$ cat config.mk
export PLATFORM = sky130hd
export DESIGN_NAME = apv_ctrl
export DESIGN_NICKNAME = d
export VERILOG_FILES = /design/src/core/apv_pkg.sv /design/src/core/apv_ctrl.sv
export SDC_FILE = /design/constraint.sdc
export NUM_CORES = 1
export LEC_CHECK = 0
export ABC_AREA = 1
export ABC_CLOCK_PERIOD_IN_PS = 2860
export BUFFER_PORTS_ARGS = -buffer_cell sky130_fd_sc_hd__buf_2
export CAP_MARGIN = 20
export CORE_ASPECT_RATIO = 1.1
export CORE_MARGIN = 2
export CORE_UTILIZATION = 45
export CTS_BUF_LIST = sky130_fd_sc_hd__clkbuf_8
export DETAILED_ROUTE_END_ITERATION = 12
export HOLD_SLACK_MARGIN = 0.12
export PLACE_DENSITY_LB_ADDON = 0.08
export SETUP_SLACK_MARGIN = 0.05
export SLEW_MARGIN = 15
export SYNTH_ARGS = -nofsm -noshare
export SYNTH_HDL_FRONTEND = slang
export SYNTH_SLANG_ARGS = --single-unit
$ cat constraint.sdc
create_clock -name core_clk -period 2.86 [get_ports core_clk]
set_clock_uncertainty 0.2 [all_clocks]
set_input_delay 0.143 -clock core_clk [delete_from_list [all_inputs] [get_ports core_clk]]
set_output_delay 0.143 -clock core_clk [all_outputs]
set_load 0.05 [all_outputs]
$ cat src/core/apv_pkg.sv
// Purpose: constants for the audio power and volume control block
// Assumes: 16-bit registers at word addresses 4 and 5 of the control port
// Notes:   ramp and power timing counts derive from the 10 MHz core clock
package apv_pkg;
  localparam int          CLK_MHZ          = 10;
  localparam logic [5:0]  ADDR_MONO_RAMP   = 6'h04;
  localparam logic [5:0]  ADDR_POWER       = 6'h05;
  localparam logic [6:0]  GAIN_RESET       = 7'h67;
  localparam logic [6:0]  GAIN_MUTE_BELOW  = 7'h20;
  localparam logic [6:0]  GAIN_MAX         = 7'h7F;
  localparam logic [12:0] CTRL2_UPPER_DEF  = 13'h0000;
  localparam logic [15:0] POWER_RESET      = 16'hFF40;
  localparam int          BIT_MONO_SRC     = 2;
  localparam int          BIT_RAMP_RATE    = 1;
  localparam int          BIT_RAMP_DONE    = 0;
  localparam int          BIT_MASTER_PD    = 15;
  localparam int          BIT_REF_PD       = 14;
  localparam int          BIT_BYPASS_PD    = 13;
  localparam int          BIT_HP_PD        = 12;
  localparam int          BIT_MONO_PD      = 11;
  localparam int          BIT_DAC_PD       = 10;
  localparam int          BIT_ADCL_PD      = 9;
  localparam int          BIT_ADCR_PD      = 8;
  localparam int          BIT_SEQ_DONE     = 7;
  localparam int          BIT_MICB_PD      = 6;
  localparam int          BIT_OSC_EN       = 5;
  localparam int          BIT_CLKBUF_EN    = 4;
  localparam int          BIT_SYNC_PD      = 3;
  localparam int          BIT_SYNC_LOST    = 2;
  localparam int          STEP_FAST_US     = 20;
  localparam int          STEP_SLOW_US     = 40;
  localparam int          REF_UP_US        = 500;
  localparam int          STEP_FAST_CYC    = STEP_FAST_US * CLK_MHZ;
  localparam int          STEP_SLOW_CYC    = STEP_SLOW_US * CLK_MHZ;
  localparam int          REF_UP_CYC       = REF_UP_US * CLK_MHZ;
  localparam logic [12:0] STEP_FAST_CNT    = 13'(STEP_FAST_CYC - 1);
  localparam logic [12:0] STEP_SLOW_CNT    = 13'(STEP_SLOW_CYC - 1);
  localparam logic [12:0] REF_UP_CNT       = 13'(REF_UP_CYC - 1);
  localparam logic [12:0] CNT_ZERO         = 13'h0000;
  localparam logic [6:0]  GAIN_ONE         = 7'h01;
endpackage : apv_pkg

$ cat src/core/apv_ctrl.sv
// Purpose: registers for mono routing, volume soft-step and audio power control
// Assumes: one register write or read per cycle from the serial control port
// Notes:   power outputs are active high power-on enables; all outputs are registered
//
// Summary of operation
// - right bypass gain is seven bits, half dB steps, 7Fh max, 67h unity
// - right bypass gain codes below 20h mute the right bypass path
// - right bypass gain resets to unity code 1100111
// - bit 2 picks mono source: 0 left ADC input, 1 headphone mix
// - bit 1 picks ramp step period: 0 about 20 us, 1 about 40 us
// - read-only bit 0 is 1 when all ramps finished, resets to 1
// - power bits 15 and 13 to 8: 1 powers section down, 0 powers it up
// - master powerdown bit 15 overrides all sections but a reference latched on with bit 14 clear, others keep values
// - bit 14 set: reference on only when needed; clear: stays on once started
// - reference power-up takes 500 us before dependent sections are ready
// - bits 13, 12, 10 power bypass, headphone amp, stereo DAC; reset 1
// - clearing mono driver bit powers line inputs, preamp, left mux, left volume
// - clearing left ADC bit powers left ADC and its front end
// - clearing right ADC bit powers right ADC and its front end
// - read-only bit 7 is 1 when all power sequences done, resets to 1
// - bit 6 clear enables mic bias; bias off after reset
// - bit 5 set turns crystal oscillator on; off after reset
// - bit 4 set enables oscillator clock buffer; off after reset
// - bit 3 switches the serial audio sync monitor on or off
// - sync monitor runs when bit 3 is 0, stopped when 1
// - bit 2 latches sync loss, clears when the register is read
`timescale 1ns/1ps
module apv_ctrl
  import apv_pkg::*;
(
  // clock and reset
  input  wire logic        core_clk,
  input  wire logic        rst_n,
  input  wire logic        clk_en,
  // register port
  input  wire logic [5:0]  reg_addr,
  input  wire logic        reg_wr,
  input  wire logic        reg_rd,
  input  wire logic [15:0] reg_wdata,
  output logic      [15:0] reg_rdata,
  // bypass gain source and events
  input  wire logic [6:0]  right_bypass_gain,
  input  wire logic        sync_error,
  // analog controls
  output logic [6:0]       bypass_gain_now,
  output logic             bypass_muted,
  output logic             mono_source_select,
  output logic             common_ref_on,
  output logic             bypass_on,
  output logic             headphone_on,
  output logic             mono_on,
  output logic             dac_on,
  output logic             adc_left_on,
  output logic             adc_right_on,
  output logic             left_front_on,
  output logic             right_front_on,
  output logic             mic_bias_on,
  output logic             osc_on,
  output logic             osc_clock_buffer_enable,
  output logic             sync_monitor_on
);
  ////////////////////////////////////////////////////////////////////////
  // state
  logic        ctrl_mono, ctrl_rate, next_mono, next_rate;
  logic [15:0] pwr, next_pwr;
  logic        sync_lost, next_sync_lost;
  logic [6:0]  gain_now, next_gain_now;
  logic [12:0] step_cnt, next_step_cnt;
  logic [12:0] ref_cnt, next_ref_cnt;
  logic        ref_up, next_ref_up;
  logic        ref_latched, next_ref_latched;
  logic [6:0]  want_sect, sect, next_sect;
  logic [15:0] next_rdata;
  logic        ramp_done, seq_done, ref_need, ref_want;
  logic        wr_ctrl, wr_pwr, rd_pwr;
  logic [6:0]  gain_tgt;

  assign wr_ctrl  = reg_wr && reg_addr == ADDR_MONO_RAMP;
  assign wr_pwr   = reg_wr && reg_addr == ADDR_POWER;
  assign rd_pwr   = reg_rd && reg_addr == ADDR_POWER;
  assign gain_tgt = right_bypass_gain;

  ////////////////////////////////////////////////////////////////////////
  // power demand
  always_comb begin
    // order: bypass, hp, mono, dac, adcl, adcr, micbias
    want_sect[0] = !pwr[BIT_BYPASS_PD];
    want_sect[1] = !pwr[BIT_HP_PD];
    want_sect[2] = !pwr[BIT_MONO_PD];
    want_sect[3] = !pwr[BIT_DAC_PD];
    want_sect[4] = !pwr[BIT_ADCL_PD];
    want_sect[5] = !pwr[BIT_ADCR_PD];
    want_sect[6] = !pwr[BIT_MICB_PD];
    if (pwr[BIT_MASTER_PD]) begin
      want_sect = '0;
    end
    ref_need = |want_sect[5:0];
    ref_want = pwr[BIT_REF_PD] ? ref_need : (ref_need || ref_latched);
  end

  ////////////////////////////////////////////////////////////////////////
  // next state
  always_comb begin
    next_mono        = ctrl_mono;
    next_rate        = ctrl_rate;
    next_pwr         = pwr;
    next_gain_now    = gain_now;
    next_step_cnt    = step_cnt;
    next_ref_cnt     = ref_cnt;
    next_ref_up      = ref_up;
    next_ref_latched = ref_latched;
    next_sect        = sect;
    if (wr_ctrl) begin
      next_mono = reg_wdata[BIT_MONO_SRC];
      next_rate = reg_wdata[BIT_RAMP_RATE];
    end
    if (wr_pwr) begin
      next_pwr[15:BIT_SYNC_PD] = reg_wdata[15:BIT_SYNC_PD];
      next_pwr[BIT_SEQ_DONE]   = 1'b0;
    end
    // gain ramp, one half dB step per period
    if (gain_now == gain_tgt) begin
      next_step_cnt = CNT_ZERO;
    end else if (step_cnt == CNT_ZERO) begin
      next_step_cnt = ctrl_rate ? STEP_SLOW_CNT : STEP_FAST_CNT;
      next_gain_now = (gain_now < gain_tgt) ? gain_now + GAIN_ONE : gain_now - GAIN_ONE;
    end else begin
      next_step_cnt = step_cnt - 13'h0001;
    end
    // reference warm-up
    if (ref_need && !pwr[BIT_REF_PD]) begin
      next_ref_latched = 1'b1;
    end
    if (pwr[BIT_REF_PD] && !ref_need) begin
      next_ref_latched = 1'b0;
    end
    if (!ref_want) begin
      next_ref_up  = 1'b0;
      next_ref_cnt = REF_UP_CNT;
    end else if (!ref_up) begin
      if (ref_cnt == CNT_ZERO) begin
        next_ref_up = 1'b1;
      end else begin
        next_ref_cnt = ref_cnt - 13'h0001;
      end
    end
    // sections other than mic bias follow once reference ready; powerdown is immediate
    for (int i = 0; i < 7; i++) begin
      if (!want_sect[i]) begin
        next_sect[i] = 1'b0;
      end else if (ref_up || i == 6) begin
        next_sect[i] = 1'b1;
      end
    end
  end

  assign ramp_done = (gain_now == gain_tgt);
  assign seq_done  = (sect == want_sect) && (ref_up == ref_want);

  always_comb begin
    next_sync_lost = sync_lost;
    if (rd_pwr) begin
      next_sync_lost = 1'b0;
    end
    if (sync_error && !pwr[BIT_SYNC_PD]) begin
      next_sync_lost = 1'b1;
    end
  end

  always_comb begin
    next_rdata = 16'h0000;
    if (reg_rd && reg_addr == ADDR_MONO_RAMP) begin
      next_rdata = {CTRL2_UPPER_DEF, ctrl_mono, ctrl_rate, ramp_done};
    end else if (rd_pwr) begin
      next_rdata                = pwr;
      next_rdata[BIT_SEQ_DONE]  = seq_done;
      next_rdata[BIT_SYNC_LOST] = sync_lost;
    end
  end

  ////////////////////////////////////////////////////////////////////////
  // registers
  always_ff @(posedge core_clk or negedge rst_n) begin
    if (!rst_n) begin
      ctrl_mono   <= 1'b0;
      ctrl_rate   <= 1'b0;
      pwr         <= POWER_RESET;
      sync_lost   <= 1'b0;
      gain_now    <= GAIN_RESET;
      step_cnt    <= CNT_ZERO;
      ref_cnt     <= REF_UP_CNT;
      ref_up      <= 1'b0;
      ref_latched <= 1'b0;
      sect        <= '0;
      reg_rdata   <= 16'h0000;
    end else if (clk_en) begin
      ctrl_mono   <= next_mono;
      ctrl_rate   <= next_rate;
      pwr         <= next_pwr;
      sync_lost   <= next_sync_lost;
      gain_now    <= next_gain_now;
      step_cnt    <= next_step_cnt;
      ref_cnt     <= next_ref_cnt;
      ref_up      <= next_ref_up;
      ref_latched <= next_ref_latched;
      sect        <= next_sect;
      reg_rdata   <= next_rdata;
    end
  end

  ////////////////////////////////////////////////////////////////////////
  // registered outputs
  always_ff @(posedge core_clk or negedge rst_n) begin
    if (!rst_n) begin
      bypass_gain_now         <= GAIN_RESET;
      bypass_muted            <= 1'b0;
      mono_source_select      <= 1'b0;
      common_ref_on           <= 1'b0;
      bypass_on               <= 1'b0;
      headphone_on            <= 1'b0;
      mono_on                 <= 1'b0;
      dac_on                  <= 1'b0;
      adc_left_on             <= 1'b0;
      adc_right_on            <= 1'b0;
      left_front_on           <= 1'b0;
      right_front_on          <= 1'b0;
      mic_bias_on             <= 1'b0;
      osc_on                  <= 1'b0;
      osc_clock_buffer_enable <= 1'b0;
      sync_monitor_on         <= 1'b1;
    end else if (clk_en) begin
      bypass_gain_now         <= next_gain_now;
      bypass_muted            <= next_gain_now < GAIN_MUTE_BELOW;
      mono_source_select      <= next_mono;
      common_ref_on           <= ref_want;
      bypass_on               <= next_sect[0];
      headphone_on            <= next_sect[1];
      mono_on                 <= next_sect[2];
      dac_on                  <= next_sect[3];
      adc_left_on             <= next_sect[4];
      adc_right_on            <= next_sect[5];
      left_front_on           <= next_sect[2] | next_sect[4];
      right_front_on          <= next_sect[5];
      mic_bias_on             <= next_sect[6];
      osc_on                  <= next_pwr[BIT_OSC_EN];
      osc_clock_buffer_enable <= next_pwr[BIT_CLKBUF_EN];
      sync_monitor_on         <= !next_pwr[BIT_SYNC_PD];
    end
  end

  ////////////////////////////////////////////////////////////////////////
  // checks
  chk_master_off: assert property (@(posedge core_clk) disable iff (!rst_n)
    clk_en && pwr[BIT_MASTER_PD] |=> !bypass_on && !dac_on && !mono_on)
    else $error("section on under master powerdown");
  chk_mute_low: assert property (@(posedge core_clk) disable iff (!rst_n)
    bypass_gain_now < GAIN_MUTE_BELOW |-> bypass_muted)
    else $error("low gain code not muted");
  chk_ref_wait: assert property (@(posedge core_clk) disable iff (!rst_n)
    $rose(ref_want) && clk_en |=> !ref_up [*8])
    else $error("reference ready too early");
  chk_sticky_set: assert property (@(posedge core_clk) disable iff (!rst_n)
    clk_en && sync_error && !pwr[BIT_SYNC_PD] |=> sync_lost)
    else $error("sync loss not latched");
  chk_read_clear: assert property (@(posedge core_clk) disable iff (!rst_n)
    clk_en && rd_pwr && !sync_error |=> !sync_lost)
    else $error("sync loss not cleared by read");
  chk_osc_follow: assert property (@(posedge core_clk) disable iff (!rst_n)
    clk_en && wr_pwr |=> osc_on == $past(reg_wdata[BIT_OSC_EN]))
    else $error("oscillator enable mismatch");
  chk_mono_front: assert property (@(posedge core_clk) disable iff (!rst_n)
    mono_on |-> left_front_on)
    else $error("front end off with mono on");
  chk_ramp_step: assert property (@(posedge core_clk) disable iff (!rst_n)
    clk_en && gain_now != gain_tgt && step_cnt == CNT_ZERO |=> gain_now != $past(gain_now))
    else $error("ramp did not step");

  // warm-up length monitor
  logic [12:0] warm_cnt, next_warm_cnt;
  always_comb begin
    next_warm_cnt = CNT_ZERO;
    if (ref_want && !ref_up) begin
      next_warm_cnt = warm_cnt + 13'h0001;
    end
  end
  always_ff @(posedge core_clk or negedge rst_n) begin
    if (!rst_n) begin
      warm_cnt <= CNT_ZERO;
    end else if (clk_en) begin
      warm_cnt <= next_warm_cnt;
    end
  end
  chk_ref_warm: assert property (@(posedge core_clk) disable iff (!rst_n)
    $rose(ref_up) |-> warm_cnt == 13'(REF_UP_CYC))
    else $error("reference warm-up length wrong");
  chk_mono_follow: assert property (@(posedge core_clk) disable iff (!rst_n)
    clk_en && wr_ctrl |=> mono_source_select == $past(reg_wdata[BIT_MONO_SRC]))
    else $error("mono source mismatch");
  chk_ramp_flag: assert property (@(posedge core_clk) disable iff (!rst_n)
    clk_en && reg_rd && reg_addr == ADDR_MONO_RAMP && gain_now != gain_tgt |=> !reg_rdata[BIT_RAMP_DONE])
    else $error("ramp flag set during ramp");
  chk_adc_front: assert property (@(posedge core_clk) disable iff (!rst_n)
    (!adc_left_on || left_front_on) && (!adc_right_on || right_front_on))
    else $error("front end off with adc on");
  chk_mute_high: assert property (@(posedge core_clk) disable iff (!rst_n)
    bypass_gain_now >= GAIN_MUTE_BELOW |-> !bypass_muted)
    else $error("gain code muted in range");
  chk_mic_follow: assert property (@(posedge core_clk) disable iff (!rst_n)
    clk_en && !pwr[BIT_MASTER_PD] && !pwr[BIT_MICB_PD] |=> mic_bias_on)
    else $error("mic bias not on");
endmodule : apv_ctrl

==> impl_metrics.json, run 1 <==
{
  "gp_congestion": 0.853,
  "endpoint_kind": "register",
  "critPathLaunchType": "register",
  "dp.cells": 688,
  "drtIter0Drc": 125,
  "dp.final_hpwl_mm": 6.51,
  "rows": 37,
  "die_h_microns": 106,
  "synth_nets": 560,
  "setup_viol": 0,
  "critPathSlowestCell": "dfstp_2",
  "synth_area_leader_cell": "dfrtp_1",
  "fin_crit_ps": 2630,
  "synthToLayoutAreaGrowth_pct": 25.8,
  "dpl_cell_area_sq_um": 4700,
  "synth_area_per_cell_sq_um": 8.33,
  "fmax_mhz": 380,
  "synth_compound_area_share_pct": 11.8,
  "ys.flop_type": "dfrtp_1",
  "clkSlewWorstSetupHoldPaths_ps": 80,
  "yosysTopAreaCellShare_pct": 32.5,
  "register_area_sq_um": 1950,
  "ys_ff_latch": 77,
  "rr_worst_depth": 15,
  "core_sq_um": 9260,
  "final_cells": 740,
  "grt_pass1_wl_mm": 15.7,
  "fp.dieArea_sq_um": 10200,
  "synth_mux_area_share_pct": 0.532,
  "cts_buffer_depth": 2,
  "synthXorXnorAreaFrac_pct": 4.34,
  "relSlewSlack_pct": 60.2,
  "synth_cells": 508,
  "synthTopCellsByArea": "dfrtp_1, dfstp_2, nand2_1, inv_1, ha_1",
  "timing.final.crit_share_pct": 92.1,
  "boundaryPins": 73,
  "pre_cts_ws_ps": 136,
  "tritoncts.num_buffers": 9,
  "crit_type": "reg -> reg",
  "die_w_microns": 96.5,
  "utilization_pct": 57.5,
  "ant_nets": 0,
  "run_status": "finished, final reports clean",
  "vias": 3672,
  "arrival_ps": 2710,
  "final.fill_count": 893,
  "clock_sinks": 77,
  "ys_seq_area_share_pct": 46.2,
  "grt_pass1_vias": 3421,
  "synthTopCellsByCount": "nand2_1, dfrtp_1, inv_1",
  "crit_top_cell": "nand2_1",
  "yosys.cell_types.count": 46,
  "floorplan.initialDensity_pct": 45.7,
  "diodes": 0,
  "wl_mm": 9.51,
  "synth.cell_area_sq_um": 4230,
  "grt.total_usage_pct": 19.6,
  "synth-simple-area-share_pct": 24.4,
  "fin_area_sq_um": 5330,
  "synth_top_family_by_area": "simple AND/OR/NAND/NOR gates",
  "hold_class": "in -> async",
  "crit_cells": 15,
  "ir_drop_v": 0.000339,
  "hold_viol": 0,
  "maxCapViolCount": 0,
  "cp.required_ps": 2930,
  "cp.buffers_inverters": 1,
  "multi_input_area_sq_um": 2040,
  "antenna_found_initial": 0,
  "worst_pin_slew_ps": 597,
  "tns_ps": 0,
  "finalMaxSlewViolations": 0,
  "port_buffers": 70,
  "crit_chain": "ha_1, nand2_2, inv_1, a21oi_2, nand2_4, ha_1, nand2_1, nor3b_1, nor2_1, nand2_1, nand3_1, nand2_1, nand2_1, nand2_1, o21ai_0",
  "layout.nets": 670,
  "route.detailed.drc": 0,
  "avgRoutedWirePerCell_microns": 12.8,
  "synth_edf_count": 0,
  "cp_max_fo": 7,
  "firstDrtPassIters": 4,
  "power.density_nw_per_um2": 700,
  "viasPerCell": 4.96,
  "cts_root_buf": "clkbuf_8",
  "gr-total-overflow": 0,
  "worst_path_largest_cell_delay_ps": 550,
  "htreeDepth": 3,
  "setup_slack_ps": 227,
  "cts_tree": "done",
  "synthArstFlopShare_pct": 100,
  "rsz0062_at_grt": "false",
  "p_leak_nw": 2.69,
  "clk_latency_ps": 350,
  "drive_gt1_share_pct": 26.6,
  "synthAdderAreaFrac_pct": 5.20,
  "grt_max_degree": 78,
  "critPathTopFamily": "simple AND/OR/NAND/NOR gates",
  "yosys_warnings": 0,
  "post-synth-top-count-cell": "nand2_1"
}
[final timing paths]
path,from,endpoint,slack (ps)
max reg2reg,bypass_gain_now[6],bypass_gain_now[6],230
min in group core_clk,reg_wr,pwr[13],140
max in group asynchronous,rst_n,pwr[8],1650
min reg2reg,reg_rdata[3],reg_rdata[3],280
min,rst_n,bypass_gain_now[4],110
max,bypass_gain_now[6],bypass_gain_now[6],230
[cells in the final DEF, fill, tap and decap left out, types with 2 or more instances in the layout]
cell / count
nor3_4: 2
o21ai_1: 10
a21oi_1: 10
nand2_2: 5
dfrtp_1: 55
buf_4: 15
xnor2_1: 7
inv_2: 5
o21ai_2: 4
nand3_1: 17
o21ai_0: 31
o21a_1: 2
xor2_1: 14
nand4_1: 10
a31oi_1: 5
dfstp_2: 22
nand2_1: 128
nor4_1: 2
ha_1: 12
nor3_1: 7
mux2_2: 2
o22ai_1: 7
nand3_2: 3
buf_2: 69
dlygate4sd3_1: 28
o211ai_1: 2
clkinv_2: 3
nor2_2: 7
nor2_4: 2
inv_1: 55
ha_4: 4
nand2_4: 2
a22o_1: 5
clkbuf_8: 10
a22oi_1: 2
nor2_1: 43
[sequential cells by signal (all words and copies together) (netlist names), 7 cells and up]
signal and count:
reg_rdata 16, pwr 12, step_cnt 13, sect 7, ref_cnt 13, bypass_gain_now 7
[cell families (layout without fill, tap and decap cells)]
logic type,Yosys count,count (layout)
xor+xnor,21,21
compound gates,84,84
mux,2,2
fa+ha+maj,17,17
simple gates,232,232
buf+inv,75,190
flops,77,77
[stage by stage]
step,power [mW],hold WS [ps]
after floorplan,2.45,-353
after global placement,2.72,145
after detailed placement,2.75,151
after CTS,3.65,122
after global routing,3.99,155
final,3.73,112
[layout make-up]
cell class / instances / share of cell area [%]
clock buffer: 10 / 2.58
clock inverter: 6 / 1.15
inverter: 61 / 4.34
multi-input combinational: 356 / 38.3
sequential: 77 / 36.7
tap: 117 / 2.75
timing repair buffer: 113 / 14.2
[layer usage]
layer | global-route usage [%] | routed length, microns
met1 | 26.0 | 4400
met2 | 31.7 | 4580
met3 | 3.22 | 379
met4 | 7.85 | 138
met5 | 0 | 0
[what timing repair did]
action | in CTS | in global routing
buffers inserted | 0 | 7
setup endpoints to repair | 0 | 2
hold endpoints to repair | 88 | 0
hold buffers | 28 | 0
resized for setup | 0 | 11
[power by group]
group / total, mW / internal (mW) / switching, mW / leakage, nW
combinational: 1.42 / 0.544 / 0.874 / 1.62
sequential: 1.46 / 1.31 / 0.152 / 0.961
clock: 0.851 / 0.426 / 0.425 / 0.102
total: 3.73 / 2.28 / 1.45 / 2.69
No activity file was read; power rests on OpenSTA's default activity.
==> run 2: changes to the inputs <==
--- a/config.mk
+++ b/config.mk
@@ -5,7 +5,6 @@
 export SDC_FILE = /design/constraint.sdc
 export NUM_CORES = 1
 export LEC_CHECK = 0
-export ABC_AREA = 1
 export ABC_CLOCK_PERIOD_IN_PS = 2860
 export BUFFER_PORTS_ARGS = -buffer_cell sky130_fd_sc_hd__buf_2
 export CAP_MARGIN = 20
==> run 2 against run 1 <==
The run now ends with negative setup slack left. Global-route usage is 0.73 points higher. Combinational power down 41%. Area after synthesis fell by 5.2%. Cell count is 14% lower. Sequential share of layout area increased by 0.40 points. Count of clock-buffer cells in the layout down 1. Register-to-register slack lost 540 ps. Wire length shrank 0.85%. Critical endpoint is now bypass_muted.
==> impl_metrics.json, run 2 <==
{
  "power_frac_seq_pct": 44.3,
  "synth_area_per_cell_sq_um": 10.3,
  "avgRoutedWirePerCell_microns": 14.8,
  "yosysTopAreaCellShare_pct": 34.3,
  "ys.flop_type": "dfrtp_1",
  "fin_area_sq_um": 5300,
  "reg2reg_slack_ps": -310,
  "firstDrtPassIters": 4,
  "floorplan.initialDensity_pct": 45.7,
  "drtIter0Drc": 145,
  "boundaryPins": 73,
  "synthTopCellsByCount": "dfrtp_1, nor2_1, o21ai_0",
  "synth_edf_count": 0,
  "htreeDepth": 3,
  "mostFrequentLayoutCell": "buf_2",
  "cp_max_fo": 5,
  "synthTopCellsByArea": "dfrtp_1, dfstp_2, mux2_2, ha_1, o21ai_0",
  "gp_congestion": 0.827,
  "synth_cells": 391,
  "pwr-share-clk_pct": 28.7,
  "p_int_mw": 2.09,
  "critPathLaunchType": "register",
  "critPathLaunch": "bypass_gain_now[2]",
  "fin_crit_ps": 3170,
  "maxCapViolCount": 0,
  "cts_buffer_depth": 2,
  "hold_class": "in -> reg",
  "switchingPower_mw": 1.01,
  "vias": 3429,
  "synthToLayoutAreaGrowth_pct": 32.2,
  "grt_max_degree": 78,
  "antenna_found_initial": 0,
  "cts_root_buf": "clkbuf_8",
  "violations": "negative setup slack",
  "post-synth-top-count-cell": "dfrtp_1",
  "rows": 36,
  "sw_frac_of_total_pct": 32.5,
  "ant_nets": 0,
  "worst_path_largest_cell_delay_ps": 630,
  "viasPerCell": 5.40,
  "reg_top3": "reg_rdata x16, ref_cnt x13, step_cnt x13",
  "die_h_microns": 103,
  "synth_area_leader_cell": "dfrtp_1",
  "crit_cells": 11,
  "worst_pin_slew_ps": 975,
  "wl_mm": 9.43,
  "yosys_warnings": 0,
  "rsz0062_at_grt": "true",
  "finalMaxSlewViolations": 0,
  "grt_pass1_vias": 3311,
  "fp.dieArea_sq_um": 9690,
  "relSlewSlack_pct": 35.0,
  "setup_slack_ps": -315,
  "utilization_pct": 60.4,
  "grt_pass1_wl_mm": 15.4,
  "crit_path_end": "bypass_muted",
  "cp.required_ps": 2910,
  "crit_chain": "ha_4, a21oi_4, a21oi_2, or2_4, fa_2, a211o_1, a211oi_2, o22a_1, o21ai_2, xor2_1, a41o_1",
  "largest_reg_flops": 16,
  "synthArstFlopShare_pct": 100,
  "rr_worst_depth": 11,
  "ir_drop_v": 0.000367,
  "setup_viol": 2,
  "drive_gt1_share_pct": 36.7,
  "power.density_nw_per_um2": 585,
  "critPathTopFamily": "compound AO/OA/AOI/OAI gates",
  "yosys.cell_types.count": 55,
  "critPathSlowestCell": "dfstp_4",
  "fmax_mhz": 315,
  "gr-total-overflow": 0,
  "ys_seq_area_share_pct": 48.7,
  "r2r-end": "bypass_muted",
  "p_leak_nw": 2.56,
  "diodes": 0,
  "combPwrFrac_pct": 27.0,
  "reg2reg_from": "bypass_gain_now[2]",
  "cts_tree": "done",
  "synth_nets": 443,
  "final_cell_mix": "buf_2, dfrtp_1, buf_4",
  "run_status": "complete, but fails checks",
  "hold_viol": 0,
  "tritoncts.num_buffers": 9,
  "dpl_cell_area_sq_um": 4780,
  "endpoint_kind": "register",
  "clock_sinks": 77,
  "ys_ff_latch": 77,
  "grt.total_usage_pct": 20.3,
  "clkSlewWorstSetupHoldPaths_ps": 80,
  "cp.buffers_inverters": 0,
  "core_sq_um": 8780,
  "regMostFlops": "reg_rdata",
  "synth.cell_area_sq_um": 4010,
  "crit_type": "reg -> reg",
  "port_buffers": 70,
  "arrival_ps": 3220,
  "layout.nets": 568,
  "dp.final_hpwl_mm": 6.47,
  "timing.final.crit_share_pct": 111,
  "clk_latency_ps": 350,
  "route.detailed.drc": 0,
  "die_w_microns": 94.0
}
[run 2: cell types whose count changed in the layout (fill, tap and decap cells not counted), sizes merged, moves of 11 or more]
cell,delta
nand2,-109
inv,-44
buf,+21
mux2,+19
nor2,-19
o21ai,-14
nand3,-11
[run 2: per-stage QoR]
| stage | worst slack [ps] | instances | hold slack [ps] | TNS, ps | power [mW] |
|---|---|---|---|---|---|
| floorplan | -332 | 391 | -353 | -531 | 1.91 |
| global placement | -241 | 593 | 151 | -391 | 2.17 |
| detailed placement | -317 | 593 | 167 | -528 | 2.18 |
| CTS | -301 | 634 | 136 | -499 | 3.12 |
| global route | -452 | 635 | 177 | -918 | 3.29 |
| finish | -315 | 635 | 143 | -530 | 3.10 |
[run 2: timing repair]
action / in CTS / in global routing
buffers inserted: 2 / 1
pin swaps: 5 / 4
endpoints found under the hold margin: 79 / 0
setup endpoints to repair: 4 / 11
gates resized for setup: 4 / 8
hold buffers: 23 / 0
[run 2: cell families (layout without fill, tap and decap cells)]
logic type	after synthesis	after routing	share of synthesized area [%]
adders and majority gates	17	17	5.49
AOI/OAI and AO/OA	103	103	17.2
DFF	77	77	48.7
xor gates and xnor gates	15	15	3.27
and+or+nand+nor	120	120	15.1
buffers and inverters	34	164	3.34
muxes	25	25	6.89
[run 2: worst min-delay path by stage]
stage               slack [ps]  cells past startpoint                 end     startpoint
floorplan                 -350                      0  bypass_gain_now[3]          rst_n
global placement           150                      3             pwr[15]  reg_wdata[15]
detailed placement         170                      1           ctrl_rate          rst_n
CTS                        140                      7        reg_rdata[0]    reg_addr[5]
global route               180                      7        reg_rdata[1]    reg_addr[5]
finish                     140                      7        reg_rdata[1]    reg_addr[5]
[run 2: worst min-delay path: stages]
cell and delay, ps:
buf_2 70, nor4_1 40, buf_4 140, nand2_1 60
nor2_1 60, nand3_1 70, o21ai_0 70
[run 2: per-layer routing]
layer	global-route usage, %	routed length, microns	part of all wire, %	vias up
met1	27.0	4440	47	1666
met4	8.03	168	1.8	0
met5	0	0	0	-
met3	3.95	327	3.5	15
met2	33.1	4490	48	73
li1	-	-	-	1675
[run 2: power by group through the flow]
stage	registers (mW)	logic [mW]	clock network, mW
floorplan	1.48	0.428	0
global placement	1.39	0.779	0
detailed placement	1.39	0.794	0
CTS	1.37	0.829	0.919
global route	1.40	0.940	0.954
finish	1.37	0.839	0.889
[run 2: layout make-up]
class | instances | area, sq um
clock buffer | 9 | 124
sequential | 77 | 1970
timing repair buffer | 129 | 853
multi-input combinational | 280 | 2060
fill | 784 | 3480
inverter | 19 | 71.3
tap | 114 | 143
clock inverter | 7 | 90.1
==> run 3: changes to the inputs <==
--- a/config.mk
+++ b/config.mk
@@ -5,6 +5,7 @@
 export SDC_FILE = /design/constraint.sdc
 export NUM_CORES = 1
 export LEC_CHECK = 0
+export ABC_AREA = 1
 export ABC_CLOCK_PERIOD_IN_PS = 2860
 export BUFFER_PORTS_ARGS = -buffer_cell sky130_fd_sc_hd__buf_2
 export CAP_MARGIN = 20
@@ -16,7 +17,6 @@
 export HOLD_SLACK_MARGIN = 0.12
 export PLACE_DENSITY_LB_ADDON = 0.08
 export SETUP_SLACK_MARGIN = 0.05
-export SLEW_MARGIN = 15
 export SYNTH_ARGS = -nofsm -noshare
 export SYNTH_HDL_FRONTEND = slang
 export SYNTH_SLANG_ARGS = --single-unit
==> run 3 against run 2 <==
The flow now finishes without violations. Worst hold slack is essentially flat. Critical path type unchanged. Combinational power rose by 69%. Critical endpoint is now bypass_gain_now[6]. Via count is 7.4% higher. First-iteration DRC count fell by 2.1%. Non-clock buffer count shrank 15. Highest routed layer unchanged. Largest power group unchanged. Clock power decreased by 4.3%. Largest cell class unchanged. Maximum frequency increased by 21%. Total power increased by 20%. Setup slack gained 540 ps. Final area rose by 0.78%.
==> impl_metrics.json, run 3 (same netlist as run 1, synthesis figures left out) <==
{
  "grt.total_usage_pct": 19.6,
  "reg_top3": "reg_rdata x16, ref_cnt x13, step_cnt x13",
  "mostFrequentLayoutCell": "nand2_1",
  "die_w_microns": 96.5,
  "final_cells": 741,
  "fmax_mhz": 380,
  "htreeDepth": 3,
  "p_leak_nw": 2.69,
  "drtIter0Drc": 142,
  "cp.required_ps": 2930,
  "power_mw": 3.74,
  "power.density_nw_per_um2": 699,
  "regMostFlops": "reg_rdata",
  "endpoint_kind": "register",
  "tritoncts.num_buffers": 9,
  "largest_reg_flops": 16,
  "arrival_ps": 2710,
  "hold_ws_ps": 143,
  "ant_nets": 0,
  "combPwrFrac_pct": 38.1,
  "utilization_pct": 57.7,
  "grt_pass1_wl_mm": 15.7,
  "fin_crit_ps": 2630,
  "ir_drop_v": 0.000340,
  "power_frac_seq_pct": 39.1,
  "clk_latency_ps": 350,
  "relSlewSlack_pct": 69.0,
  "worst_pin_slew_ps": 461,
  "cp_max_fo": 7,
  "pre_cts_ws_ps": 136,
  "finalMaxSlewViolations": 0,
  "p_int_mw": 2.28,
  "setup_viol": 0,
  "grt_max_degree": 78,
  "grt_pass1_vias": 3421,
  "setup_slack_ps": 228,
  "layout.nets": 671,
  "cts_root_buf": "clkbuf_8",
  "clkSlewWorstSetupHoldPaths_ps": 80,
  "rsz0062_at_grt": "false",
  "boundaryPins": 73,
  "dp.cells": 688,
  "wl_mm": 9.56,
  "run_status": "finished, final reports clean",
  "gr-total-overflow": 0,
  "firstDrtPassIters": 4,
  "die_h_microns": 106,
  "tns_ps": 0,
  "hold_viol": 0,
  "synthToLayoutAreaGrowth_pct": 26.2,
  "cts_buffer_depth": 2,
  "crit_type": "reg -> reg",
  "sw_frac_of_total_pct": 39.0,
  "core_sq_um": 9260,
  "diodes": 0,
  "clock_sinks": 77,
  "viasPerCell": 4.97,
  "critPathLaunchType": "register",
  "avgRoutedWirePerCell_microns": 12.9,
  "final_cell_mix": "nand2_1, buf_2, inv_1, dfrtp_1, nor2_1",
  "route.detailed.drc": 0,
  "timing.final.crit_share_pct": 92.0,
  "vias": 3684,
  "dpl_cell_area_sq_um": 4700,
  "maxCapViolCount": 0,
  "antenna_found_initial": 0,
  "hold_class": "in -> reg",
  "rows": 37,
  "cts_tree": "done",
  "reg2reg_slack_ps": 230,
  "port_buffers": 70,
  "final.fill_count": 889,
  "fp.dieArea_sq_um": 10200,
  "pwr-share-clk_pct": 22.8,
  "fin_area_sq_um": 5350,
  "dp.final_hpwl_mm": 6.51,
  "floorplan.initialDensity_pct": 45.7,
  "drive_gt1_share_pct": 26.6,
  "switchingPower_mw": 1.46,
  "gp_congestion": 0.853
}
run 3: cell count changes in the layout (fill, tap and decap cells not counted), moves of 7 or more:
cell      previous run  this run
inv_1               18        55
nand2_1             26       128
xor2_1               4        14
a22o_1              14         5
mux2_2              19         2
nand3_1              9        17
buf_4               37        15
nor4_1               9         2
nor2_1              32        43
o21ai_1              2        10
nand2b_1             8         0
run 3: path summary, 6_finish.rpt:
path,startpoint,endpoint,cells past startpoint
max,bypass_gain_now[5],bypass_gain_now[6],15
min,reg_wr,pwr[13],6
max reg2reg,bypass_gain_now[5],bypass_gain_now[6],15
min reg2reg,reg_rdata[3],reg_rdata[3],2
max in group asynchronous,rst_n,sync_monitor_on,4
min in group asynchronous,rst_n,bypass_gain_now[4],3
run 3: timing repair:
| item | in CTS | in global routing |
|---|---|---|
| setup buffers | 0 | 7 |
| hold buffers | 28 | 1 |
| resized for setup | 0 | 11 |
| hold endpoints to repair | 88 | 5 |
| setup endpoints to repair | 0 | 2 |
run 3: area by class of cell:
type                       count  area (sq um)  area share, %
sequential                    77          1950           36.6
multi-input combinational    356          2040           38.1
clock inverter                 6          61.3           1.15
inverter                      61           231           4.33
tap                          117           146           2.74
timing repair buffer         114           776           14.5
clock buffer                  10           138           2.57
run 3: power groups by stage:
| stage | Sequential [mW] | Clock, mW | Combinational (mW) |
|---|---|---|---|
| after floorplan | 1.64 | 0 | 0.803 |
| after global placement | 1.48 | 0 | 1.23 |
| after detailed placement | 1.49 | 0 | 1.26 |
| after CTS | 1.47 | 0.880 | 1.29 |
| after global routing | 1.49 | 0.913 | 1.60 |
| final | 1.46 | 0.851 | 1.42 |
run 3: worst max-delay path, stage by stage, from the launching register on:
cell,delay [ps]
dfstp_2,550
ha_1,240
nand2_2,90
inv_1,60
a21oi_2,160
nand2_4,130
ha_1,360
nand2_1,80
nor3b_1,210
nor2_1,60
nand2_1,80
nand3_1,60
nand2_1,80
nand2_1,50
nand2_1,50
o21ai_0,70
run 3: layer usage:
metal / GRT usage (%) / part of all wire (%) / vias to the layer above / routed length (microns)
met4: 7.85 / 1.4 / 0 / 138
li1: - / - / 1884 / -
met5: 0 / 0 / - / 0
met2: 31.7 / 48 / 67 / 4580
met1: 26.0 / 47 / 1724 / 4450
met3: 3.22 / 4.0 / 9 / 383
